$ cat config.mk
export PLATFORM = sky130hd
export DESIGN_NAME = rba_core
export DESIGN_NICKNAME = d
export VERILOG_FILES = /design/src/rba_log_mem.v /design/src/rba_core.v
export VERILOG_INCLUDE_DIRS = /design/src
export SDC_FILE = /design/constraint.sdc
export NUM_CORES = 1
export LEC_CHECK = 0
export ABC_AREA = 1
export ABC_CLOCK_PERIOD_IN_PS = 2100
export BUFFER_PORTS_ARGS = -buffer_cell sky130_fd_sc_hd__buf_2
export CORE_AREA = 2 2 159 161
export CTS_BUF_LIST = sky130_fd_sc_hd__clkbuf_4
export DETAILED_ROUTE_END_ITERATION = 8
export DIE_AREA = 0 0 161 163
export PLACE_DENSITY = 0.63
export SYNTH_ARGS = -nofsm -noshare
export SYNTH_HDL_FRONTEND = slang
export SYNTH_SLANG_ARGS = --single-unit
export TNS_END_PERCENT = 100
$ cat constraint.sdc
create_clock -name core_clk -period 2.1 [get_ports core_clk]
set_clock_uncertainty 0.1 [all_clocks]
set_input_delay 0 -clock core_clk [delete_from_list [all_inputs] [get_ports core_clk]]
set_output_delay 0 -clock core_clk [all_outputs]
set_load 0.005 [all_outputs]
$ cat src/rba_map.vh
// Constants for the rebuild assist read error reporting block
`ifndef RBA_MAP_VH
`define RBA_MAP_VH
// Register offsets of the plain register port
`define RBA_REG_CTRL 8'h00
`define RBA_REG_STATUS 8'h04
`define RBA_REG_LOG_ADDR 8'h08
`define RBA_REG_LOG_DATA 8'h0C
`define RBA_REG_ERR_SENSE 8'h10
`define RBA_REG_ERR_LBA 8'h14
`define RBA_REG_ERR_FINAL 8'h18
`define RBA_REG_IDENT 8'h1C
// Control fields
`define RBA_CTRL_EN_BIT 0
`define RBA_CTRL_RESET 32'h00000000
// Log page
`define RBA_LOG_PAGE 8'h15
`define RBA_LOG_BYTES 512
`define RBA_LOG_LEN_BYTE 9'h007
`define RBA_LOG_MASK_BYTE 9'h008
`define RBA_ELEM_LEN 8'h02
`define RBA_ELEM_MASK 16'h00FF
`define RBA_ELEM_BITS 16
// Identify data support bit
`define RBA_IDENT_WORD 8'd78
`define RBA_IDENT_BIT 11
// Queued error log values
`define RBA_SENSE_KEY 4'hB
`define RBA_ASC_ASCQ 16'h1103
`endif

$ cat src/rba_log_mem.v
// Byte-wide log page memory with registered read data
`timescale 1ns/1ns
`default_nettype none
module rba_log_mem
(
  input wire core_clk,
  input wire we,
  input wire [8:0] waddr,
  input wire [7:0] wdata,
  input wire [8:0] raddr,
  output reg [7:0] rdata
);
  reg [7:0] mem [0:511];

  // Write port and registered read
  always @(posedge core_clk)
  begin
    if (we)
    begin
      mem[waddr] <= wdata;
    end
    rdata <= mem[raddr];
  end
endmodule // rba_log_mem
`default_nettype wire

$ cat src/rba_core.v
// Rebuild assist: queued read error reporting and rebuild assist log
//
// Operation
// [RL1] Host should pull data with consecutive queued reads when the feature is on.
// [RL2] A read with no unrecovered error completes without error.
// [RL3] A read with bypass flag set is processed as if the feature were absent.
// [RL4] Predicted error with bypass clear logs sense key Bh.
// [RL5] Predicted error logs additional sense code and qualifier 1103h.
// [RL6] Logged LBA is the first unrecovered sector of the read.
// [RL7] Final LBA is the last sector of the contiguous failing run.
// [RL8] Support bit in identify word 78 bit 11 means log 15h exists.
// [RL9] Log: byte 7 length N, mask N bytes, disabled bits N bytes, rest reserved.
// [RL10] Host writes to length and mask fields are ignored.
// [RL11] Mask bits mark which disabled-element bits are implemented.
// [RL12] Disabled element bit one makes its LBAs report predicted errors.
// [RL13] Disabled element bit zero leaves its LBAs without predicted errors.
// [RL14] Byte 0 bit of the log shows the feature enable state.
//
// The register offsets and the strobed register port are this design's own decisions.
`timescale 1ns/1ns
`default_nettype none
`include "rba_map.vh"
module rba_core
(
  input wire core_clk,
  input wire nrst,
  // Register port
  input wire [7:0] reg_addr,
  input wire [31:0] reg_wdata,
  input wire reg_wr,
  input wire reg_rd,
  output reg [31:0] reg_rdata,
  // Queued read request, one cycle
  input wire rd_start,
  input wire [47:0] rd_lba,
  input wire [15:0] rd_count,
  input wire rebuild_bypass_flag,
  // Media check of one sector per cycle, answered same cycle
  output reg sec_req,
  output reg [47:0] sec_lba,
  input wire sec_unrec,
  input wire sec_predicted,
  input wire [3:0] sec_elem,
  // Completion
  output reg rd_done,
  output reg rd_error,
  output reg rd_busy,
  output reg ident_rebuild_sup
);
  // ------------------------------------------------------------
  // Registers and state
  // ------------------------------------------------------------
  localparam ST_IDLE = 2'b00;
  localparam ST_SCAN = 2'b01;
  localparam ST_RUN = 2'b10;
  localparam ST_DONE = 2'b11;

  reg [1:0] state_q;
  reg enable_q;
  reg [8:0] log_addr_q;
  reg [15:0] disabled_q;
  reg [47:0] cur_lba_q;
  reg [15:0] left_q;
  reg bypass_q;
  reg err_q;
  reg [3:0] sense_key_q;
  reg [15:0] asc_q;
  reg [47:0] err_lba_q;
  reg [47:0] final_lba_q;
  reg mem_we;
  reg [8:0] mem_waddr;
  reg [7:0] mem_wdata;
  wire [7:0] mem_rdata;
  reg [31:0] rd_word;
  // Fixed support mask as a vector so single bits and bytes can be picked
  wire [15:0] elem_mask = `RBA_ELEM_MASK;

  // Backing store for the reserved tail of the log page
  rba_log_mem u_mem
  (
    .core_clk(core_clk),
    .we(mem_we),
    .waddr(mem_waddr),
    .wdata(mem_wdata),
    .raddr(log_addr_q),
    .rdata(mem_rdata)
  );

  // ------------------------------------------------------------
  // Element lookup
  // ------------------------------------------------------------
  // Only implemented elements can force an error
  wire elem_disabled = disabled_q[sec_elem] & elem_mask[sec_elem]; // see [RL11]
  // Feature acts only when enabled and not bypassed
  wire assist_on = enable_q & ~bypass_q; // see [RL3]
  // Sector counts as a predicted failure
  wire sec_pred_err = sec_predicted | elem_disabled; // see [RL12]
  wire sec_bad = assist_on ? (sec_unrec | sec_pred_err) : sec_unrec; // see [RL13]

  // ------------------------------------------------------------
  // Log byte view
  // ------------------------------------------------------------
  // Byte layout of the log page
  function [7:0] log_byte;
    input [8:0] a;
    input [7:0] mem_b;
    begin
      if (a == 9'h000)
        log_byte = {7'h00, enable_q}; // see [RL14]
      else if (a == `RBA_LOG_LEN_BYTE)
        log_byte = `RBA_ELEM_LEN; // see [RL9]
      else if (a == 9'h008)
        log_byte = elem_mask[15:8];
      else if (a == 9'h009)
        log_byte = elem_mask[7:0];
      else if (a == 9'h00A)
        log_byte = disabled_q[15:8];
      else if (a == 9'h00B)
        log_byte = disabled_q[7:0];
      else
        log_byte = 8'h00;
    end
  endfunction

  // Read data mux for the register port
  always @*
  begin
    case (reg_addr)
      `RBA_REG_CTRL: rd_word = {31'h00000000, enable_q};
      `RBA_REG_STATUS: rd_word = {28'h0000000, err_q, bypass_q, state_q};
      `RBA_REG_LOG_ADDR: rd_word = {23'h000000, log_addr_q};
      `RBA_REG_LOG_DATA: rd_word = {24'h000000, log_byte(log_addr_q, mem_rdata)};
      `RBA_REG_ERR_SENSE: rd_word = {12'h000, sense_key_q, asc_q};
      `RBA_REG_ERR_LBA: rd_word = err_lba_q[31:0];
      `RBA_REG_ERR_FINAL: rd_word = final_lba_q[31:0];
      `RBA_REG_IDENT: rd_word = {16'h0000, err_lba_q[47:32]};
      default: rd_word = 32'h00000000;
    endcase
  end

  // Log write decode: length and mask stay fixed
  always @*
  begin
    mem_we = 1'b0;
    mem_waddr = log_addr_q;
    mem_wdata = reg_wdata[7:0];
    if (reg_wr && reg_addr == `RBA_REG_LOG_DATA && log_addr_q > 9'h00B)
      mem_we = 1'b1; // see [RL10]
  end

  // ------------------------------------------------------------
  // Register port
  // ------------------------------------------------------------
  always @(posedge core_clk)
  begin
    if (!nrst)
    begin
      enable_q <= 1'b0;
      log_addr_q <= 9'h000;
      disabled_q <= 16'h0000;
      reg_rdata <= 32'h00000000;
      ident_rebuild_sup <= 1'b0;
    end
    else
    begin
      ident_rebuild_sup <= 1'b1; // see [RL8]
      // Read data stand only in the cycle after the read strobe
      reg_rdata <= reg_rd ? rd_word : 32'h00000000;
      if (reg_wr)
      begin
        case (reg_addr)
          `RBA_REG_CTRL: enable_q <= reg_wdata[`RBA_CTRL_EN_BIT];
          `RBA_REG_LOG_ADDR: log_addr_q <= reg_wdata[8:0];
          `RBA_REG_LOG_DATA:
          begin
            if (log_addr_q == 9'h000)
              enable_q <= reg_wdata[0]; // see [RL14]
            else if (log_addr_q == 9'h00A)
              disabled_q[15:8] <= reg_wdata[7:0] & elem_mask[15:8]; // see [RL11]
            else if (log_addr_q == 9'h00B)
              disabled_q[7:0] <= reg_wdata[7:0] & elem_mask[7:0]; // see [RL11]
          end
          default: ;
        endcase
      end
    end
  end

  // ------------------------------------------------------------
  // Queued read walker
  // ------------------------------------------------------------
  always @(posedge core_clk)
  begin
    if (!nrst)
    begin
      state_q <= ST_IDLE;
      cur_lba_q <= 48'h000000000000;
      left_q <= 16'h0000;
      bypass_q <= 1'b0;
      err_q <= 1'b0;
      sense_key_q <= 4'h0;
      asc_q <= 16'h0000;
      err_lba_q <= 48'h000000000000;
      final_lba_q <= 48'h000000000000;
      sec_req <= 1'b0;
      sec_lba <= 48'h000000000000;
      rd_done <= 1'b0;
      rd_error <= 1'b0;
      rd_busy <= 1'b0;
    end
    else
    begin
      rd_done <= 1'b0;
      case (state_q)
        ST_IDLE:
        begin
          if (rd_start && rd_count != 16'h0000)
          begin
            bypass_q <= rebuild_bypass_flag; // see [RL3]
            err_q <= 1'b0;
            cur_lba_q <= rd_lba;
            sec_lba <= rd_lba;
            left_q <= rd_count;
            sec_req <= 1'b1;
            rd_busy <= 1'b1;
            state_q <= ST_SCAN;
          end
        end
        ST_SCAN:
        begin
          // One sector checked per cycle
          if (sec_bad)
          begin
            err_q <= 1'b1;
            if (assist_on && sec_pred_err)
            begin
              sense_key_q <= `RBA_SENSE_KEY; // see [RL4]
              asc_q <= `RBA_ASC_ASCQ; // see [RL5]
              err_lba_q <= cur_lba_q; // see [RL6]
              final_lba_q <= cur_lba_q;
              state_q <= ST_RUN;
              cur_lba_q <= cur_lba_q + 48'h000000000001;
              sec_lba <= cur_lba_q + 48'h000000000001;
            end
            else
            begin
              err_lba_q <= cur_lba_q;
              final_lba_q <= cur_lba_q;
              sec_req <= 1'b0;
              state_q <= ST_DONE;
            end
          end
          else if (left_q == 16'h0001)
          begin
            sec_req <= 1'b0;
            state_q <= ST_DONE; // see [RL2]
          end
          else
          begin
            left_q <= left_q - 16'h0001;
            cur_lba_q <= cur_lba_q + 48'h000000000001;
            sec_lba <= cur_lba_q + 48'h000000000001;
          end
        end
        ST_RUN:
        begin
          // Extend the failing run past the read's own end
          if (sec_unrec || sec_pred_err)
          begin
            final_lba_q <= cur_lba_q; // see [RL7]
            cur_lba_q <= cur_lba_q + 48'h000000000001;
            sec_lba <= cur_lba_q + 48'h000000000001;
          end
          else
          begin
            sec_req <= 1'b0;
            state_q <= ST_DONE;
          end
        end
        ST_DONE:
        begin
          rd_done <= 1'b1;
          rd_error <= err_q; // see [RL2]
          rd_busy <= 1'b0;
          state_q <= ST_IDLE;
        end
        default: state_q <= ST_IDLE;
      endcase
    end
  end
endmodule // rba_core
`default_nettype wire

; After elaboration in Yosys (flattened, before gate mapping)
; Memory sizes are Yosys's and may differ from the RTL's.
; Cells that the tools add are included.
[word_totals]
romBits = 16
in_bits = 116
elab_cells = 126
n_memories = 1
out_inout_bits = 85
register_bits = 205
[op_classes]
magnitude_cmp = 1
n_mux = 44
n_eq_ne = 27
bitwise = 7
n_addsub = 2
reduce_logical = 26
[memory_table]
columns = name, depth, word_bits, rd, rd_ports_with_merged_regs, wr, line
row1 = (no name shown), 16, 1, 1, 0, 0, rba_core.v:93  ; wire elem_disabled = disabled_q[sec_elem] & elem_mask[sec_elem];
[op_table]
columns = cell, count
row1 = $pmux W32 S8, 1
row2 = $mux W48, 5
row3 = $pmux W48 S3, 1
row4 = $mux W32, 2
row5 = $pmux W32 S2, 1
row6 = $add A48 B1 Y48 const B, 1
row7 = $mux W16, 3
row8 = $mux W8, 6
row9 = $eq A9 B4 Y1 const B, 4
row10 = $eq A8 B5 Y1 const B, 4
row11 = $pmux W16 S2, 1
row12 = $eq A16 B1 Y1 const B, 1
row13 = $eq A8 B4 Y1 const B, 2
row14 = $reduce_bool A16 Y1, 1
row15 = $sub A16 B1 Y16 const B, 1
row16 = $reduce_and A3 Y1, 5
row17 = $reduce_and A5 Y1, 3
row18 = $mux W1, 14
row19 = $ne A2 B2 Y1 const B, 7
row20 = $ne A3 B3 Y1 const B, 4
row21 = $reduce_and A2 Y1, 5
row22 = $eq A9 B3 Y1 const B, 1
row23 = $logic_not A9 Y1, 1
row24 = $eq A8 B3 Y1 const B, 1
row25 = 18 further kinds, 32

; Logic depth before layout (Yosys ltp)
[depth]
depth_word = 8
ltp_mapped = 15
depth_no_buf = 14

; Worst setup path before layout
; Ideal clock, no wire load.
[synth_timing]
kind = reg2reg
startpoint = reg cur_lba_q[1]
endpoint = reg cur_lba_q[32]
t_arrival_ns = 1.778
setup_time_ns = 0.113
synth_period_minus_slack_ns = 1.991
n_path_buf = 0
required_time_ns = 1.887
slack_ns = 0.109
stages_incl_launch_ff = 14
path_cell_list = dfxtp_1 > ha_1 > nand3_2 > nor2_2 > inv_2 > nor2_4 > inv_1 > nor2_1 > nand2_1 > xor2_1 > nand2_1 > nand2_1 > nor2_1 > nor2_1
[synth_between]
elab_chain_len = 4
word_cells_on_any_way = 6
[synth_rtl]
columns = element, line
row1 = start: declaration, rba_core.v:62  ; reg [47:0] cur_lba_q;
row2 = start signal: assignment, rba_core.v:221  ; cur_lba_q <= rd_lba;
row3 = start signal: assignment, rba_core.v:242  ; cur_lba_q <= cur_lba_q + 48'h000000000001;
row4 = start signal: assignment, rba_core.v:261  ; cur_lba_q <= cur_lba_q + 48'h000000000001;
row5 = $add A48 B1 Y48 (*), "rba_core.v:242, rba_core.v:261, rba_core.v:271"
row6 = $mux W48 (on tied branches), "rba_core.v:253, rba_core.v:235"
row7 = $mux W48, rba_core.v:232  ; if (sec_bad)
row8 = $pmux W48 S3 (*), rba_core.v:214  ; case (state_q)
; Every way passes the cells marked *; elsewhere a longest branch is shown, timed or not. The select of a mux whose other input is x is not followed.
; A chain may end at the register's enable or synchronous reset.

; Worst setup path after layout
[layout_timing]
startpoint = reg cur_lba_q[17]
endpoint = reg cur_lba_q[25]
; The elaborated chain is that of the path after synthesis.

==> results.json <==
{
  "grt_antenna_before_repair": 2,
  "dpl.hpwl_um": 27350,
  "layout-area-overhead-vs-synth_pct": 36.25,
  "synth_seq_area_share_pct": 37.56,
  "cp_max_fo": 5,
  "h-tree-depth": 2,
  "holdCritPathClass": "input port to register",
  "setup-violations-final": 3,
  "fin_nets": 2219,
  "worstSetupStartpointType": "register",
  "r2r-start": "cur_lba_q[17]$_SDFFE_PN0P_",
  "port_buffers": 177,
  "hold-path-endpoint": "reg_rdata[10]$_SDFF_PN0_",
  "row_count": 58,
  "drc": 0,
  "leakage_nw": 6.892,
  "cts-root-buf": "clkbuf_4",
  "layout_setup_ws_ns": -0.01749,
  "synth_edf_count": 0,
  "fmax_ghz": 0.4723,
  "post-synth-top-count-cell": "nand2_1",
  "place_ws_ns": 0.05670,
  "syn_inst": 1702,
  "max_slew_margin_pct": 45.59,
  "synthesis.area_um2": 10870,
  "powerDensity_nw_per_um2": 1300,
  "track_usage_pct": 28.75,
  "hold_ws_ns": 0.02872,
  "synth_commonest_cells": "nand2_1 (520), nor2_1 (290), dfxtp_1 (204), inv_1 (154), a21oi_1 (107)",
  "core-area_um2": 24670,
  "start_util_pct": 44.06,
  "synth_nets": 1825,
  "hold_depth": 9,
  "drive_above_1_share_pct": 20.51,
  "cts_buffer_depth": 3,
  "numCtsBuffers": 56,
  "placed_cell_area_um2": 12690,
  "grt_pass1_vias": 11320,
  "crit_type": "register to register",
  "r2r_slack_ns": -0.02,
  "status": "complete, but fails checks",
  "viasPerCell": 4.961,
  "fin_area_um2": 14810,
  "first_iter_violations": 956,
  "synth_top_area_cell": "dfxtp_1",
  "r2r-end": "cur_lba_q[25]$_SDFFE_PN0P_",
  "finalHoldViolCount": 0,
  "maxCapViolations": 0,
  "path_clk_slew_ns": 0.06,
  "vias": 12260,
  "maxSlewViolCount": 0,
  "fin_crit_ns": 2.117,
  "dieHeight_um": 163,
  "wire_per_inst_um": 15.72,
  "worst-r2r-cell-count": 10,
  "postRouteAntennaNets": 0,
  "cts_tree": "built",
  "grt_max_degree": 73,
  "die_area_um2": 26240,
  "critPathRequiredTime_ns": 2.57,
  "cts.sinks": 204,
  "routed_wirelength_um": 38870,
  "violations": "negative setup slack",
  "period_share_pct": 100.8,
  "grt_overflow": 0,
  "vdd_drop_max_mv": 0.7865,
  "clock_latency_ns": 0.69,
  "grt_pass1_wl_um": 59910,
  "final_util_pct": 60.04,
  "synth_area_leaders": "dfxtp_1 (38%), nand2_1 (18%), nor2_1 (10%)",
  "tightest_slew_ns": 0.8161,
  "async_flop_share_pct": 0,
  "avgSynthCellArea_um2": 6.388,
  "critical_path_arrival_ns": 2.59,
  "ios": 201,
  "ys_ff_latch": 204,
  "endpoint_kind": "register",
  "drt-pass1-iter-count": 7,
  "place.gp.congestion": 0.9054,
  "yosys_warnings": 0,
  "synth.distinct_cells": 43,
  "synthDominantCellAreaShare_pct": 37.56,
  "dieWidth_um": 161,
  "hp-start": "reg_addr[2]",
  "synth_top_flop_cell": "dfxtp_1",
  "grt_setup_unrepaired": "yes"
}
[critical path, stage by stage (launching register included)]
cell and delay [ns]:
dfxtp_1 0.49, nand2_1 0.17, nor3_1 0.31, nand2_1 0.16
nor2_1 0.25, nand2_1 0.11, xor2_1 0.15, nand2_1 0.07
nand2_1 0.05, nor2_1 0.10, nor2_1 0.05
[logic make-up (layout without fill, tap and decap cells)]
group           count (synthesis)  count (layout)  synth area share [%]
other cells                     0               2                     0
simple gates                  990             991                 37.84
xor+xnor                       38              38                 3.061
flops                         204             204                 37.56
fa+ha+maj                       7               7                0.8056
buf+inv                       235             672                 9.253
mux                             8               8                0.7366
compound gates                220             220                 10.74
[timing repair]
item,CTS,global route
setup buffers,0,3
setup endpoints to repair,0,81
gates resized for setup,0,40
hold buffers,118,0
hold endpoints to repair,197,0
[where the power goes]
group	internal, W	switching, W
registers	0.00491	0.000794
logic	0.00393	0.00607
clock network	0.00183	0.00174
[stage by stage]
step / instances / setup TNS (ns) / power [W]
3_3_place_gp: 2243 / 0 / 0.01484
3_5_place_dp: 2243 / 0 / 0.01501
5_1_grt: 2472 / -1.358 / 0.02082
2_1_floorplan: 1702 / 0 / 0.01154
4_1_cts: 2463 / 0 / 0.01877
6_report: 2472 / -0.02249 / 0.01926
[registers in the layout (all words and copies together) (netlist names)]
| register | flops |
|---|---|
| bypass_q | 1 |
| log_addr_q | 9 |
| ident_rebuild_sup | 1 |
| sec_req | 1 |
| reg_rdata | 32 |
| rd_error | 1 |
| final_lba_q | 32 |
| rd_done | 1 |
| rd_busy | 1 |
| cur_lba_q | 48 |
| asc_q | 1 |
| left_q | 16 |
| disabled_q | 8 |
| state_q | 2 |
| err_q | 1 |
| enable_q | 1 |
| err_lba_q | 48 |
[worst max path at each step]
stage | from | end | slack [ns] | cells past startpoint
floorplan | cur_lba_q[1]$_SDFFE_PN0P_ | cur_lba_q[32]$_SDFFE_PN0P_ | 0.11 | 13
global placement | cur_lba_q[17]$_SDFFE_PN0P_ | cur_lba_q[29]$_SDFFE_PN0P_ | 0.09 | 10
finish | cur_lba_q[17]$_SDFFE_PN0P_ | cur_lba_q[25]$_SDFFE_PN0P_ | -0.02 | 10
detailed placement | cur_lba_q[17]$_SDFFE_PN0P_ | cur_lba_q[27]$_SDFFE_PN0P_ | 0.06 | 10
global route | cur_lba_q[18]$_SDFFE_PN0P_ | cur_lba_q[28]$_SDFFE_PN0P_ | -0.07 | 10
CTS | cur_lba_q[17]$_SDFFE_PN0P_ | cur_lba_q[27]$_SDFFE_PN0P_ | 0.04 | 10
[layer usage]
layer  part of all wire [%]  vias to the layer above  global-route usage (%)
li1                       -                     6220                       -
met1                     46                     5526                   40.48
met4                    2.7                        0                   9.619
met2                     45                      452                   45.03
met5                      0                        -                       0
met3                    7.1                       66                   4.482
[placed cells by master (no fill, tap or decap), types with 3 or more instances in the layout]
master / Yosys / final
nand2_1: 520 / 514
nor2_1: 290 / 285
dfxtp_1: 204 / 194
buf_2: 18 / 176
inv_1: 154 / 153
dlygate4sd3_1: 0 / 117
a21oi_1: 107 / 107
buf_4: 11 / 102
nand3_1: 84 / 84
clkbuf_4: 0 / 83
o21ai_0: 76 / 76
xor2_1: 36 / 36
nor3_1: 39 / 33
nand4_1: 26 / 26
clkinv_1: 2 / 12
dfxtp_2: 0 / 10
buf_12: 0 / 9
nand2_2: 2 / 8
o21ai_1: 8 / 8
nor2_2: 4 / 8
mux2i_1: 8 / 8
nand3b_1: 7 / 7
nor3_2: 1 / 7
a31oi_1: 7 / 7
o211ai_1: 6 / 6
ha_1: 7 / 6
clkinv_2: 0 / 6
inv_2: 4 / 5
a221oi_1: 5 / 5
o22ai_1: 4 / 4
nand2_4: 3 / 3
nor2_4: 2 / 3
nor4_1: 3 / 3
a211oi_1: 3 / 3
clkbuf_16: 0 / 3
[final cells by class]
| cell class | instances | area (um^2) |
|---|---|---|
| Antenna cell | 2 | 5.005 |
| Clock buffer | 83 | 623.1 |
| Clock inverter | 19 | 88.84 |
| Fill cell | 2457 | 9861 |
| Inverter | 160 | 603.1 |
| Multi-Input combinational cell | 1264 | 5876 |
| Sequential cell | 204 | 4096 |
| Tap cell | 330 | 412.9 |
| Timing Repair Buffer | 410 | 3108 |
Power figures use the tool's default switching activity.
